[config.mk]
export PLATFORM = sky130hd
export DESIGN_NAME = acc_control
export DESIGN_NICKNAME = d
export VERILOG_FILES = /design/src/acc_pkg.sv /design/src/acc_control.sv
export SDC_FILE = /design/constraint.sdc
export NUM_CORES = 1
export LEC_CHECK = 0
export BUFFER_PORTS_ARGS = -buffer_cell sky130_fd_sc_hd__clkbuf_2
export CELL_PAD_IN_SITES_DETAIL_PLACEMENT = 0
export CELL_PAD_IN_SITES_GLOBAL_PLACEMENT = 2
export CORE_MARGIN = 10
export CORE_UTILIZATION = 31
export CTS_CLUSTER_SIZE = 8
export DETAILED_ROUTE_END_ITERATION = 12
export HOLD_SLACK_MARGIN = 0.12
export PLACE_DENSITY = 0.76
export SLEW_MARGIN = 20
export SYNTH_ARGS = -nofsm -noshare
export SYNTH_HDL_FRONTEND = slang
export SYNTH_SLANG_ARGS = --single-unit
[constraint.sdc]
create_clock -name i_clock -period 3.6 [get_ports i_clock]
set_input_delay 0.54 -clock i_clock [delete_from_list [all_inputs] [get_ports i_clock]]
set_output_delay 0.54 -clock i_clock [all_outputs]
set_load 0.005 [all_outputs]
[src/acc_pkg.sv]
package acc_pkg;

  // Control byte layout
  localparam int         BYTE_TYPE_BIT = 7;

  // Scan selector codes
  localparam logic [1:0] SCAN_UPWARD   = 2'h0;
  localparam logic [1:0] SCAN_REPEAT8  = 2'h1;
  localparam logic [1:0] SCAN_FROM_MID = 2'h2;
  localparam logic [1:0] SCAN_SINGLE   = 2'h3;

  // Channel codes
  localparam logic [3:0] CH_GND          = 4'hf;
  localparam logic [3:0] CODE_LAST_VALID = 4'hb;
  localparam logic [3:0] MID_START_12    = 4'h6;
  localparam logic [3:0] MID_START_4     = 4'h2;
  localparam logic [3:0] REPEAT_COUNT    = 4'h8;

  // Reference select values
  localparam logic [2:0] SEL_AUTO_DOWN = 3'h4;
  localparam logic [2:0] SEL_INT_ON    = 3'h5;
  localparam logic [1:0] SEL_HI_OUTPUT = 2'h3;
  localparam int         SEL_MID_BIT   = 1;

  // Configuration byte, bits 6 down to 0
  typedef struct packed {
    logic scan_select_hi;
    logic scan_select_lo;
    logic channel_select_b3;
    logic channel_select_b2;
    logic channel_select_b1;
    logic channel_select_b0;
    logic single_ended_select;
  } acc_cfg_s;

  // Scan 00, channel 0, single-ended
  localparam acc_cfg_s CFG_RESET = 7'h01;

  typedef enum logic [1:0] {
    ST_IDLE = 2'b01,
    ST_CONV = 2'b10
  } acc_state_e;

  // Whole state of the control block
  typedef struct packed {
    acc_state_e state;
    acc_cfg_s   cfg;
    logic [3:0] code;
    logic [3:0] first;
    logic [3:0] last;
    logic [3:0] reps;
    logic [3:0] reps_load;
    logic       multi;
    logic       sgl;
    logic       conv_req;
    logic [3:0] pos;
    logic [3:0] neg;
    logic [3:0] wr_index;
    logic       analog_on;
    logic       ref_on;
    logic       results_ready;
    logic       reserved_code;
    logic       setup_strobe;
    logic [7:0] setup_data;
  } acc_regs_s;

endpackage

[src/acc_control.sv]
`timescale 1ns/10ps
`default_nettype none
// Overview of operation
// Byte bit 7 picks setup or configuration
// Bits 6..5 scan selector, reset 00
// Bits 4..1 channel, four-channel upper bits zero
// Bit 0 single-ended, reset one
// Power-up: single-ended channel 0, supply reference
// Master ignores result memory before conversion
// Select 100 powers analog down when idle
// External clock mode needs STOP for idle
// Internal clock: power down after results written
// Results served until STOP or repeated START
// Valid address wakes device without delay
// Middle select bit: shared pin reads ground
// Master waits for reference settling
// Always-on reference stays until select rewritten
// Single-ended codes 0..11, upper codes reserved
// Pseudo-differential adjacent pairs, odd reverses polarity
// Last pair with shared pin uses ground
// Differential scan follows channel bit 0
// Scan 00 upward, scan 01 eight times
// External clock: 01 and 11 repeat until NACK
// Fields change only on complete acknowledged bytes
module acc_control
  import acc_pkg::*;
#(
  parameter int NUM_CHANNELS = 12,
  parameter int RESULT_DEPTH = 12
) (
  // Clock and reset
  input  wire logic       i_clock,
  input  wire logic       i_reset_n,
  // Decoded serial bus events
  input  wire logic       i_byte_valid,
  input  wire logic [7:0] i_byte_data,
  input  wire logic       i_addr_valid,
  input  wire logic       i_addr_read,
  input  wire logic       i_stop,
  input  wire logic       i_restart,
  input  wire logic       i_master_nack,
  // Setup fields and converter
  input  wire logic [2:0] i_ref_select,
  input  wire logic       i_ext_clock,
  input  wire logic       i_conv_done,
  // Configuration view
  output logic [1:0]      o_scan_mode,
  output logic [3:0]      o_channel_select,
  output logic            o_single_ended,
  output logic            o_setup_strobe,
  output logic [7:0]      o_setup_data,
  // Converter control
  output logic            o_conv_req,
  output logic [3:0]      o_pos_input,
  output logic [3:0]      o_neg_input,
  output logic [3:0]      o_write_index,
  output logic            o_reserved_code,
  // Power and results
  output logic            o_analog_on,
  output logic            o_ref_on,
  output logic            o_results_ready
);

  localparam logic [3:0] SHARED     = 4'(NUM_CHANNELS - 1);
  localparam logic [3:0] LAST_INDEX = 4'(RESULT_DEPTH - 1);

  // Refuse unsupported sizes
  if (!(NUM_CHANNELS == 4 || NUM_CHANNELS == 12)
      || RESULT_DEPTH < 1 || RESULT_DEPTH > 16) begin : g_bad_size
    $error("acc_control: unsupported channel count or result depth");
  end

  acc_regs_s r_reg;
  acc_regs_s r_next;

  // Channel selector of a configuration
  function automatic logic [3:0] cs_of(input acc_cfg_s c);
    cs_of = {c.channel_select_b3, c.channel_select_b2,
             c.channel_select_b1, c.channel_select_b0};
  endfunction

  // Positive and negative input of a code
  function automatic logic [7:0] route(input logic [3:0] code, input logic sgl,
                                       input logic mid);
    logic [3:0] p;
    logic [3:0] m;
    p = code;
    m = sgl ? CH_GND : (code ^ 4'h1);
    if (mid && p == SHARED) p = CH_GND;
    if (mid && m == SHARED) m = CH_GND;
    route = {p, m};
  endfunction

  // Code that touches the shared pin
  function automatic logic excluded(input logic [3:0] code, input logic sgl,
                                    input logic mid);
    excluded = mid && (sgl ? (code == SHARED) : (code[3:1] == SHARED[3:1]));
  endfunction

  // Next state
  always_comb begin
    logic [3:0] cs;
    logic [3:0] mid_start;
    logic [3:0] step;
    logic [3:0] nxt;
    logic       mid;
    logic       auto;
    logic       always_on;
    cs        = cs_of(r_reg.cfg);
    mid_start = (NUM_CHANNELS == 4) ? MID_START_4 : MID_START_12;
    step      = r_reg.sgl ? 4'h1 : 4'h2;
    nxt       = r_reg.code + step;
    mid       = i_ref_select[SEL_MID_BIT];
    auto      = (i_ref_select == SEL_AUTO_DOWN);
    always_on = (i_ref_select == SEL_INT_ON) || (i_ref_select[2:1] == SEL_HI_OUTPUT);
    r_next    = r_reg;
    r_next.setup_strobe = 1'b0;

    // whole acknowledged bytes only
    if (i_byte_valid) begin
      // type bit routes the byte
      if (i_byte_data[BYTE_TYPE_BIT]) begin
        r_next.setup_strobe = 1'b1;
        r_next.setup_data   = i_byte_data;
      end else begin
        // scan selector from bits 6..5
        r_next.cfg = acc_cfg_s'(i_byte_data[6:0]);
        // four-channel upper bits held zero
        if (NUM_CHANNELS == 4) begin
          r_next.cfg.channel_select_b3 = 1'b0;
          r_next.cfg.channel_select_b2 = 1'b0;
        end
      end
    end

    unique case (r_reg.state)
      ST_IDLE: begin
        if (i_addr_valid && i_addr_read) begin
          r_next.sgl   = r_reg.cfg.single_ended_select;
          r_next.multi = !r_reg.cfg.scan_select_lo;
          r_next.first = cs;
          r_next.last  = cs;
          r_next.reps_load = 4'h1;
          if (!r_reg.cfg.single_ended_select) mid_start[0] = cs[0];
          unique case ({r_reg.cfg.scan_select_hi, r_reg.cfg.scan_select_lo})
            // upward scan from channel 0
            // differential start by bit 0
            SCAN_UPWARD: begin
              r_next.first = r_reg.cfg.single_ended_select ? 4'h0 : {3'h0, cs[0]};
            end
            // external clock repeats until NACK, STOP or restart
            // eight repeats on internal clock
            SCAN_REPEAT8: begin
              if (!i_ext_clock) r_next.reps_load = REPEAT_COUNT;
            end
            SCAN_FROM_MID: begin
              r_next.first = mid_start;
              if (cs < mid_start) r_next.last = mid_start;
            end
            SCAN_SINGLE: begin
              r_next.reps_load = 4'h1;
            end
          endcase
          r_next.code = r_next.first;
          r_next.reps = r_next.reps_load;
          // upper codes reserved
          // reserved in both modes
          r_next.reserved_code = (cs > CODE_LAST_VALID);
          if (cs <= CODE_LAST_VALID) begin
            r_next.state    = ST_CONV;
            r_next.conv_req = 1'b1;
          end
        end
      end
      ST_CONV: begin
        if (i_conv_done) begin
          r_next.wr_index = (r_reg.wr_index == LAST_INDEX) ? 4'h0 : r_reg.wr_index + 4'h1;
          if (r_reg.reps > 4'h1) begin
            r_next.reps = r_reg.reps - 4'h1;
          end else if (r_reg.code >= r_reg.last
                       || (r_reg.multi && excluded(nxt, r_reg.sgl, mid))) begin
            if (i_ext_clock) begin
              r_next.code = r_reg.first;
              r_next.reps = r_reg.reps_load;
            end else begin
              r_next.state         = ST_IDLE;
              r_next.conv_req      = 1'b0;
              r_next.results_ready = 1'b1;
              // power down once results stored
              if (auto) r_next.analog_on = 1'b0;
            end
          end else begin
            r_next.code = nxt;
            r_next.reps = r_reg.reps_load;
          end
        end
        // NACK or bus end stops conversions
        if (i_master_nack || i_stop || i_restart) begin
          r_next.state    = ST_IDLE;
          r_next.conv_req = 1'b0;
        end
      end
    endcase

    // shared pin converts as ground
    // last pair against ground
    {r_next.pos, r_next.neg} = route(r_next.code, r_next.sgl, mid);

    // results held until STOP or restart
    if (i_stop || i_restart) r_next.results_ready = 1'b0;
    if (r_reg.state == ST_IDLE && r_next.state == ST_CONV && i_ext_clock)
      r_next.results_ready = 1'b1;

    // analog power follows idle in auto mode
    // address wakes with no delay
    if (!auto || i_addr_valid) r_next.analog_on = 1'b1;
    else if (i_stop) r_next.analog_on = 1'b0;

    // always-on reference held by select
    r_next.ref_on = always_on || (auto && r_next.analog_on);
  end

  // State register
  always_ff @(posedge i_clock) begin
    if (!i_reset_n) begin
      // power-up defaults
      r_reg               <= '0;
      r_reg.state         <= ST_IDLE;
      // single-ended at reset
      r_reg.cfg           <= CFG_RESET;
      r_reg.sgl           <= 1'b1;
      r_reg.reps          <= 4'h1;
      r_reg.reps_load     <= 4'h1;
      r_reg.neg           <= CH_GND;
      r_reg.analog_on     <= 1'b1;
    end else begin
      r_reg <= r_next;
    end
  end

  // Outputs straight from the state
  assign o_scan_mode      = {r_reg.cfg.scan_select_hi, r_reg.cfg.scan_select_lo};
  assign o_channel_select = cs_of(r_reg.cfg);
  assign o_single_ended   = r_reg.cfg.single_ended_select;
  assign o_setup_strobe   = r_reg.setup_strobe;
  assign o_setup_data     = r_reg.setup_data;
  assign o_conv_req       = r_reg.conv_req;
  assign o_pos_input      = r_reg.pos;
  assign o_neg_input      = r_reg.neg;
  assign o_write_index    = r_reg.wr_index;
  assign o_reserved_code  = r_reg.reserved_code;
  assign o_analog_on      = r_reg.analog_on;
  assign o_ref_on         = r_reg.ref_on;
  assign o_results_ready  = r_reg.results_ready;
endmodule
`default_nettype wire

==> out/qor.yml, run 1 <==
grt_antenna_before_repair: 0
cp_top_family: "compound AO/OA/AOI/OAI gates"
worst_r2r_endpoint: "o_neg_input[2]"
drv_slew: 0
run_status: "finished, final reports clean"
floorplan_die_width_um: 116
share_of_the_cycle_needed_by_the_critical_path_after_routing_pct: 79.7
synth_sequential_area_ratio_pct: 38.9
postSynthCellCount: 338
predominant_post_synthesis_flop_cell: "sky130_fd_sc_hd__dfxtp_1"
combinational_family_with_the_most_area_after_synthesis: "simple AND/OR/NAND/NOR gates"
clock_tree_from_tritoncts: "done"
hold_class: "input pin to flip-flop"
sequential_cell_area_um2: 1100
hold_viol: 0
portBuffers: 53
dpl_worst_slack_ps: 746
detail_route.wirelength_mm: 7.22
worstHoldStart: "i_byte_data[2]"
worst_ir_drop_vdd_v: 0.000147
synth_area_per_cell_um2: 8.37
gp_congestion: 0.832
chain_of_cells_forming_the_critical_path: "ha_1 > inv_1 > fa_1 > inv_1 > o2111ai_1 > o32ai_4 > or4b_1 > a31oi_1 > o41ai_2"
remaining_drc_errors: 0
final_net_count: 390
final.setup_skew_ps: 8.61
drt_first_iter_violations: 70
die-height_um: 116
met2RoutedLength_mm: 2.98
synth-async-reset-ratio_pct: 0
finalSetupViolations: 0
wirelength_met1_mm: 3.72
critPathMaxFanout: 8
antenna_cells: 0
detailroute.wirelength.met3_um: 423
synth_fa_ha_area_share_pct: 4.69
layout_setup_ws_ps: 731
worstReg2RegStart: "r_reg[26]"
synth_area_um2: 2830
detailedPlacementHpwl_mm: 5.52
r2r.worst_path.cells: 9
max_cap_viol_count: 0
drtAntennaViolNets: 0
netlist.top_cell.by_area: "sky130_fd_sc_hd__dfxtp_1"
unrepaired_setup_endpoints_after_global_routing: "false"
synth_cell_types: 55
largest_net_degree_at_the_start_of_global_routing: 24
path_class: "flip-flop to flip-flop"
final_layout_size_suffix_gt1_share_pct: 21.4
worst_setup_path_start_kind: "flip-flop"
synth.mux.area_fraction_pct: 2.83
setup_tns_ps: 0
clk_transition_reported_paths_ps: 100
nFillCells: 939
min_to: "o_setup_data[2]"
cpMaxStageDelayCell: "sky130_fd_sc_hd__or4b_1"
timing.critical_path.required_ps: 3780
cts_inserted_buffers: 5
syn_nets: 369
wl_per_cell_um: 15.4
synth-edff-count: 0
clock_tree.htree_level_count: 2
r2r_setup_slack_ps: 730
cts_resized: 0
worst_setup_path_end_kind: "flip-flop"
drtPass1Iterations: 4
cts_setup_buffers: 0
flip_flop_and_latch_count_after_synthesis: 55
synthToLayoutAreaGrowth_pct: 9.33
powerDensity_nw_per_um2: 409
cpMostUsedCell: "sky130_fd_sc_hd__inv_1"
clock_sinks: 55
largest_register_ffs: 22
cts_buffer_depth: 2
initial_utilization_pct: 32.1
leakagePower_nw: 1.32
core.rowCount: 34
top_level_ports: 54
achievable-frequency_ghz: 0.349
yosys_warnings: 0
crit_buf_inv: 2
clock_network_latency_to_the_later_pin_of_the_worst_skew_pair_ps: 310
first_global_vias: 2340
cp.arrival_ps: 3050
gr-total-overflow: 0
multiInputGateArea_um2: 1390
cpPeakStageDelay_ps: 500
grt_pass1_wl_mm: 12.0
yosys-top-cells-area: "sky130_fd_sc_hd__dfxtp_1 39%, sky130_fd_sc_hd__buf_4 6.9%, sky130_fd_sc_hd__nand2_1 5.3%"
core-area_um2: 8810
grt.total_usage_pct: 11.1
holdPathStages: 3
parity_gate_share_of_the_synthesized_area_counting_xor_and_xnor_cells_pct: 0.619
route.top_layer_used: "met4"
relSlewSlack_pct: 46.5
post_cts_hold_buffer_count: 0
overall_via_count_from_detail_route: 2315
viasPerCell: 4.95
period_needed_ps: 2870
die_area_um2: 13300
ctsRootBufferMaster: "sky130_fd_sc_hd__clkbuf_8"
synthDominantCellAreaShare_pct: 38.9
tightestPinTransition_ps: 798
synth_compound_gate_area_share_pct: 18.8
post_synth_and_or_nand_nor_area_fraction_pct: 22.3
==> worst min-delay path: cells and delay by family <==
kind                   cells  cell delay (ps)
buffers and inverters      1               90
AND/OR/NAND/NOR            1               60
AO/OA/AOI/OAI              1               50
==> how the worst max path moves through the flow <==
stage                     depth (start not counted)  startpoint             end  slack (ps)
after detailed placement                          9   r_reg[26]  o_neg_input[2]         750
after global placement                            9   r_reg[26]  o_neg_input[2]         860
after floorplan                                   9   r_reg[26]  o_neg_input[2]         990
after global routing                              9   r_reg[26]  o_neg_input[2]         500
final                                             9   r_reg[26]  o_neg_input[2]         730
after CTS                                         9   r_reg[26]  o_neg_input[2]         740
==> cell usage in the layout (no fill, tap or decap), types with 2 or more instances in the layout <==
master,Yosys,layout
sky130_fd_sc_hd__nor3b_1,2,2
sky130_fd_sc_hd__nand3_1,14,14
sky130_fd_sc_hd__a211oi_1,5,5
sky130_fd_sc_hd__a311oi_1,2,2
sky130_fd_sc_hd__a31oi_1,3,3
sky130_fd_sc_hd__buf_4,26,2
sky130_fd_sc_hd__clkbuf_2,0,53
sky130_fd_sc_hd__dfxtp_1,55,55
sky130_fd_sc_hd__a21oi_1,26,26
sky130_fd_sc_hd__a21o_1,2,2
sky130_fd_sc_hd__nand2b_1,9,9
sky130_fd_sc_hd__mux2i_1,8,8
sky130_fd_sc_hd__clkbuf_8,1,6
sky130_fd_sc_hd__or2_2,4,4
sky130_fd_sc_hd__nand2b_4,2,2
sky130_fd_sc_hd__inv_1,18,18
sky130_fd_sc_hd__ha_1,9,9
sky130_fd_sc_hd__nor2_1,34,34
sky130_fd_sc_hd__nor3_1,6,6
sky130_fd_sc_hd__o21ai_0,13,13
sky130_fd_sc_hd__and3_1,3,3
sky130_fd_sc_hd__o22ai_1,8,8
sky130_fd_sc_hd__or3_1,2,2
sky130_fd_sc_hd__xnor2_1,2,2
sky130_fd_sc_hd__nand2_1,40,40
sky130_fd_sc_hd__nor2b_1,2,2
sky130_fd_sc_hd__nand4_1,2,2
==> synthesized netlist by cell type (3+ instances only) <==
library cell / n
sky130_fd_sc_hd__a21oi_1: 26
sky130_fd_sc_hd__nor3_1: 6
sky130_fd_sc_hd__buf_4: 26
sky130_fd_sc_hd__a31oi_1: 3
sky130_fd_sc_hd__inv_1: 18
sky130_fd_sc_hd__nand3_1: 14
sky130_fd_sc_hd__ha_1: 9
sky130_fd_sc_hd__o22ai_1: 8
sky130_fd_sc_hd__nand2b_1: 9
sky130_fd_sc_hd__clkbuf_1: 11
sky130_fd_sc_hd__nand2_1: 40
sky130_fd_sc_hd__o21ai_0: 13
sky130_fd_sc_hd__nor2_1: 34
sky130_fd_sc_hd__or2_2: 4
sky130_fd_sc_hd__a211oi_1: 5
sky130_fd_sc_hd__dfxtp_1: 55
sky130_fd_sc_hd__mux2i_1: 8
sky130_fd_sc_hd__and3_1: 3
==> power by group <==
part,switching (mW),total [mW],internal [mW]
logic,0.102,0.175,0.0726
clock network,0.210,0.436,0.226
registers,0.0214,0.654,0.633
==> metal layers <==
| metal | GRT usage (%) | vias up |
|---|---|---|
| met1 | 14.8 | 1066 |
| met2 | 16.7 | 57 |
| li1 | - | 1181 |
| met5 | 0 | - |
| met4 | 3.55 | 0 |
| met3 | 3.20 | 11 |
==> kinds of logic after synthesis <==
group | Yosys count
adders and majority gates | 10
DFF | 55
xor gates and xnor gates | 2
AOI/OAI and AO/OA | 75
muxes | 8
buffers and inverters | 59
and+or+nand+nor | 129
==> cell type report <==
cell class | count | share of cell area (%)
multi-input combinational | 224 | 45.0
sequential | 55 | 35.6
timing repair buffer | 55 | 9.06
tap | 108 | 4.37
clock buffer | 6 | 2.67
inverter | 18 | 2.18
clock inverter | 2 | 1.13
==> metrics by stage <==
stage | std cells | hold slack [ps] | power (mW) | cell area (um2) | util, %
2_1_floorplan | 338 | 431 | 0.801 | 2830 | -
3_3_place_gp | 460 | 440 | 0.844 | 2980 | 33.8
3_5_place_dp | 460 | 449 | 0.844 | 2980 | 33.8
4_1_cts | 468 | 455 | 1.28 | 3090 | 35.1
5_1_grt | 468 | 451 | 1.33 | 3090 | 35.1
6_report | 468 | 462 | 1.26 | 3090 | 35.1
Power figures use the tool's default switching activity.
==> run 2, diff against run 1 <==
clock period = 2.95 ns   (was 3.6 ns; I/O delays follow)
==> run 2 against run 1 <==
  * Routed wire length decreased by 0.61%
  * Sequential power is 22% higher
  * Sequential share of layout area about the same
  * Cell area down 0.12%
  * Fmax up 4.7%
  * Via count grew 0.48%
  * Critical path type unchanged
  * Critical endpoint unchanged
  * Critical path depth stayed put
==> out/qor.yml, run 2 (synthesis results as in run 1) <==
finish.cell_count_without_fillers: 471
worst_setup_path_start_kind: "flip-flop"
die-height_um: 116
clock_tree_from_tritoncts: "done"
core-area_um2: 8810
gp_congestion: 0.819
drt_first_iter_violations: 93
clock_network_latency_to_the_later_pin_of_the_worst_skew_pair_ps: 320
hold_viol: 0
grt_pass1_wl_mm: 11.7
wl_per_cell_um: 15.2
cpMaxStageDelayCell: "sky130_fd_sc_hd__or4b_1"
sw_frac_of_total_pct: 29.0
largest_net_degree_at_the_start_of_global_routing: 35
final_net_count: 393
share_of_power_burned_in_registers_pct: 54.5
final_layout_size_suffix_gt1_share_pct: 22.0
remaining_drc_errors: 0
timing.critical_path.required_ps: 3150
gr-total-overflow: 0
clock_tree.htree_level_count: 2
critPathMaxFanout: 5
antenna_cells: 0
finish.instance_area_um2: 3090
whs_ps: 349
cpMostUsedCell: "sky130_fd_sc_hd__inv_1"
placed_cell_area_um2: 2980
finalSetupViolations: 0
initial_utilization_pct: 32.1
layout_commonest_cell: "sky130_fd_sc_hd__dfxtp_1"
viasPerCell: 4.94
most_frequent_cells_in_the_layout: "55 x sky130_fd_sc_hd__dfxtp_1, 53 x sky130_fd_sc_hd__clkbuf_2, 40 x sky130_fd_sc_hd__nand2_1"
part_of_the_power_in_combinational_logic_pct: 15.0
cts_buffer_depth: 2
drtAntennaViolNets: 0
setup_tns_ps: 0
ctsRootBufferMaster: "sky130_fd_sc_hd__clkbuf_8"
path_class: "flip-flop to flip-flop"
max_cap_viol_count: 0
cts_inserted_buffers: 5
unrepaired_setup_endpoints_after_global_routing: "false"
cpPeakStageDelay_ps: 500
portBuffers: 53
leakagePower_nw: 1.32
achievable-frequency_ghz: 0.365
relSlewSlack_pct: 64.9
final.setup_skew_ps: 16.9
grt.total_usage_pct: 10.8
switching_power_mw: 0.424
drv_slew: 0
dpl_worst_slack_ps: 106
chain_of_cells_forming_the_critical_path: "ha_1 > inv_1 > fa_1 > inv_1 > o2111ai_1 > o32ai_4 > or4b_1 > a31oi_1 > o41ai_2"
run_status: "finished, final reports clean"
clock_sinks: 55
largest_register_ffs: 22
power.share.clock_pct: 30.5
tightestPinTransition_ps: 522
detailedPlacementHpwl_mm: 5.45
floorplan_die_width_um: 116
share_of_the_cycle_needed_by_the_critical_path_after_routing_pct: 92.9
placedCellCount: 461
worst_setup_path_end_kind: "flip-flop"
clk_transition_reported_paths_ps: 120
post_cts_hold_buffer_count: 0
die_area_um2: 13300
layout_setup_ws_ps: 208
grt_antenna_before_repair: 0
worst_ir_drop_vdd_v: 0.000184
powerDensity_nw_per_um2: 474
core.rowCount: 34
top_level_ports: 54
period_needed_ps: 2740
first_global_vias: 2271
nFillCells: 921
hold_class: "input pin to flip-flop"
cp.arrival_ps: 2940
p_int_mw: 1.04
drtPass1Iterations: 4
detail_route.wirelength_mm: 7.18
overall_via_count_from_detail_route: 2326
synthToLayoutAreaGrowth_pct: 9.20
## run 2: final timing paths
path	from	end	slack, ps	depth (start not counted)
max	r_reg[26]	o_neg_input[2]	210	9
min	i_byte_data[1]	o_setup_data[1]	350	3
max reg2reg	r_reg[26]	o_neg_input[2]	210	9
min reg2reg	o_setup_data[6]	o_setup_data[6]	460	2
## run 2: timing repair
item	in CTS	in global routing
resized for setup	0	0
endpoints found under the setup margin	0	3
setup buffers	0	2
## run 2: per-layer routing
layer | part of all wire (%) | track usage, % | vias to the layer above
met4 | 0.75 | 2.79 | 0
met1 | 50 | 14.4 | 1073
li1 | - | - | 1186
met5 | 0 | 0 | -
met3 | 6.7 | 3.57 | 5
met2 | 42 | 16.5 | 62
## run 2: power by group through the flow
stage | combinational, mW | clock, mW | sequential [mW]
6_report | 0.220 | 0.446 | 0.797
5_1_grt | 0.246 | 0.491 | 0.803
4_1_cts | 0.216 | 0.464 | 0.798
3_5_place_dp | 0.215 | 0 | 0.815
3_3_place_gp | 0.216 | 0 | 0.814
2_1_floorplan | 0.171 | 0 | 0.806
## run 2: per-stage QoR
stage                     util, %  total power [mW]
after floorplan                 -             0.977
after global placement       33.9              1.03
after detailed placement     33.9              1.03
after CTS                    34.9              1.48
after global routing         35.1              1.54
final                        35.1              1.46
## run 2: layout make-up
cell class | count | area, um2 | share of cell area [%]
Multi-Input combinational cell | 224 | 1390 | 45.0
Tap cell | 108 | 135 | 4.37
Inverter | 18 | 67.6 | 2.19
Clock inverter | 3 | 22.5 | 0.729
Sequential cell | 55 | 1100 | 35.6
Clock buffer | 5 | 68.8 | 2.23
Timing Repair Buffer | 58 | 303 | 9.80
## run 2: worst max-delay path: cells and delay by family (launching register included)
kind	cells	cell delay [ps]
and+or+nand+nor	1	500
AOI/OAI and AO/OA	4	910
DFF	1	420
adders and majority gates	2	650
buffers and inverters	2	150
==> run 3, diff against run 2 <==
SETUP_SLACK_MARGIN = 0.4   (was not set)
==> run 3 against run 2 <==
  * Register-to-register slack improved by 240 ps
  * Core utilization grew 2.0 points
  * Total power increased by 5.6%
  * Setup slack better by 240 ps
  * Die area stayed put
  * Clock power increased by 12%
  * Non-clock buffer count up 9
==> out/qor.yml, run 3 (synthesis results as in run 1) <==
drtPass1Iterations: 4
final_layout_size_suffix_gt1_share_pct: 27.0
clock_sinks: 55
path_class: "flip-flop to flip-flop"
viasPerCell: 4.92
most_frequent_cells_in_the_layout: "53 x sky130_fd_sc_hd__clkbuf_2, 52 x sky130_fd_sc_hd__dfxtp_1, 40 x sky130_fd_sc_hd__nand2_1"
die_area_um2: 13300
wl_per_cell_um: 15.7
nFillCells: 911
layout_commonest_cell: "sky130_fd_sc_hd__clkbuf_2"
clock_tree.htree_level_count: 2
relSlewSlack_pct: 64.0
timing.critical_path.required_ps: 3140
leakagePower_nw: 1.38
drt_first_iter_violations: 62
core.rowCount: 34
floorplan_die_width_um: 116
clock_tree_from_tritoncts: "done"
remaining_drc_errors: 0
largest_register_ffs: 22
hold_class: "input pin to flip-flop"
final_net_count: 402
grt_use_met1_pct: 14.4
hold_viol: 0
finalSetupViolations: 0
max_cap_viol_count: 0
grt_pass1_wl_mm: 12.3
drv_slew: 0
worst_ir_drop_vdd_v: 0.000183
r2r_setup_slack_ps: 450
drtAntennaViolNets: 0
achievable-frequency_ghz: 0.400
powerDensity_nw_per_um2: 472
placedCellCount: 463
clk_transition_reported_paths_ps: 100
detail_route.wirelength_mm: 7.53
grt.total_usage_pct: 11.1
gr-usage-met2_pct: 17.5
period_needed_ps: 2500
gp_congestion: 0.803
cp.arrival_ps: 2690
cts_buffer_depth: 2
initial_utilization_pct: 32.1
worst_setup_path_start_kind: "flip-flop"
grt.busiest_layer: "met2"
setup_tns_ps: 0
cts_inserted_buffers: 5
use_met3_pct: 3.72
ctsRootBufferMaster: "sky130_fd_sc_hd__clkbuf_8"
worst_setup_path_end_kind: "flip-flop"
gr-total-overflow: 0
first_global_vias: 2392
grt_antenna_before_repair: 0
synthToLayoutAreaGrowth_pct: 15.6
top_level_ports: 54
overall_via_count_from_detail_route: 2358
largest_net_degree_at_the_start_of_global_routing: 27
die-height_um: 116
final.setup_skew_ps: 5.10
core-area_um2: 8810
critPathMaxFanout: 4
portBuffers: 53
finish.cell_count_without_fillers: 479
antenna_cells: 0
run_status: "finished, final reports clean"
clock_network_latency_to_the_later_pin_of_the_worst_skew_pair_ps: 300
unrepaired_setup_endpoints_after_global_routing: "true"
share_of_the_cycle_needed_by_the_critical_path_after_routing_pct: 84.7
tightestPinTransition_ps: 534
detailedPlacementHpwl_mm: 5.52
run 3: cell types whose count changed in the layout (fill, tap and decap cells not counted), sizes merged:
cell | previous run | this run
clkinvlp | 0 | 1
clkinv | 1 | 0
bufinv | 0 | 1
buf | 5 | 14
inv | 20 | 18
run 3: critical path: stages (launching register included):
cell                        delay, ps
sky130_fd_sc_hd__dfxtp_2          380
sky130_fd_sc_hd__ha_4             140
sky130_fd_sc_hd__inv_1             50
sky130_fd_sc_hd__fa_1             460
sky130_fd_sc_hd__inv_2            100
sky130_fd_sc_hd__o2111ai_4        130
sky130_fd_sc_hd__o32ai_4          310
sky130_fd_sc_hd__or4b_4           540
sky130_fd_sc_hd__a31oi_4          200
sky130_fd_sc_hd__o41ai_2           80
run 3: cell type report:
class / count / area, um2 / area share, %
Clock buffer: 5 / 68.8 / 2.10
Clock inverter: 2 / 37.5 / 1.15
Inverter: 18 / 67.6 / 2.07
Multi-Input combinational cell: 224 / 1480 / 45.2
Sequential cell: 55 / 1110 / 33.9
Tap cell: 108 / 135 / 4.13
Timing Repair Buffer: 67 / 374 / 11.4
run 3: worst paths after layout:
kind	cells past startpoint	startpoint	endpoint
max	9	r_reg[44]	o_neg_input[2]
min	3	i_byte_data[2]	o_setup_data[2]
max reg2reg	9	r_reg[44]	o_neg_input[2]
min reg2reg	2	r_reg[39]	r_reg[39]
run 3: through the flow:
step	cell area [um2]	utilization (%)	power [mW]	worst slack, ps	hold slack, ps
after global placement	3000	34.1	1.03	304	443
after CTS	3180	36.1	1.55	405	366
after global routing	3270	37.1	1.62	389	379
after floorplan	2840	-	0.978	415	431
final	3270	37.1	1.54	452	374
after detailed placement	3000	34.1	1.03	208	447
run 3: metal layers:
layer  part of all wire (%)  up-vias
li1                       -     1204
met5                      0        -
met4                   0.37        0
met2                     44       70
met3                    6.7        2
met1                     49     1082
run 3: power breakdown:
part	internal (mW)	leakage, nW	switching (mW)
clock	0.249	0.0502	0.252
combinational	0.108	0.885	0.137
sequential	0.772	0.449	0.0265
total	1.13	1.38	0.416
run 3: what timing repair did:
action / in CTS / in global routing
buffers inserted: 4 / 5
cloned: 0 / 0
endpoints found under the setup margin: 4 / 8
hold buffers: 0 / 0
resized for setup: 7 / 9
pin swaps: 1 / 5
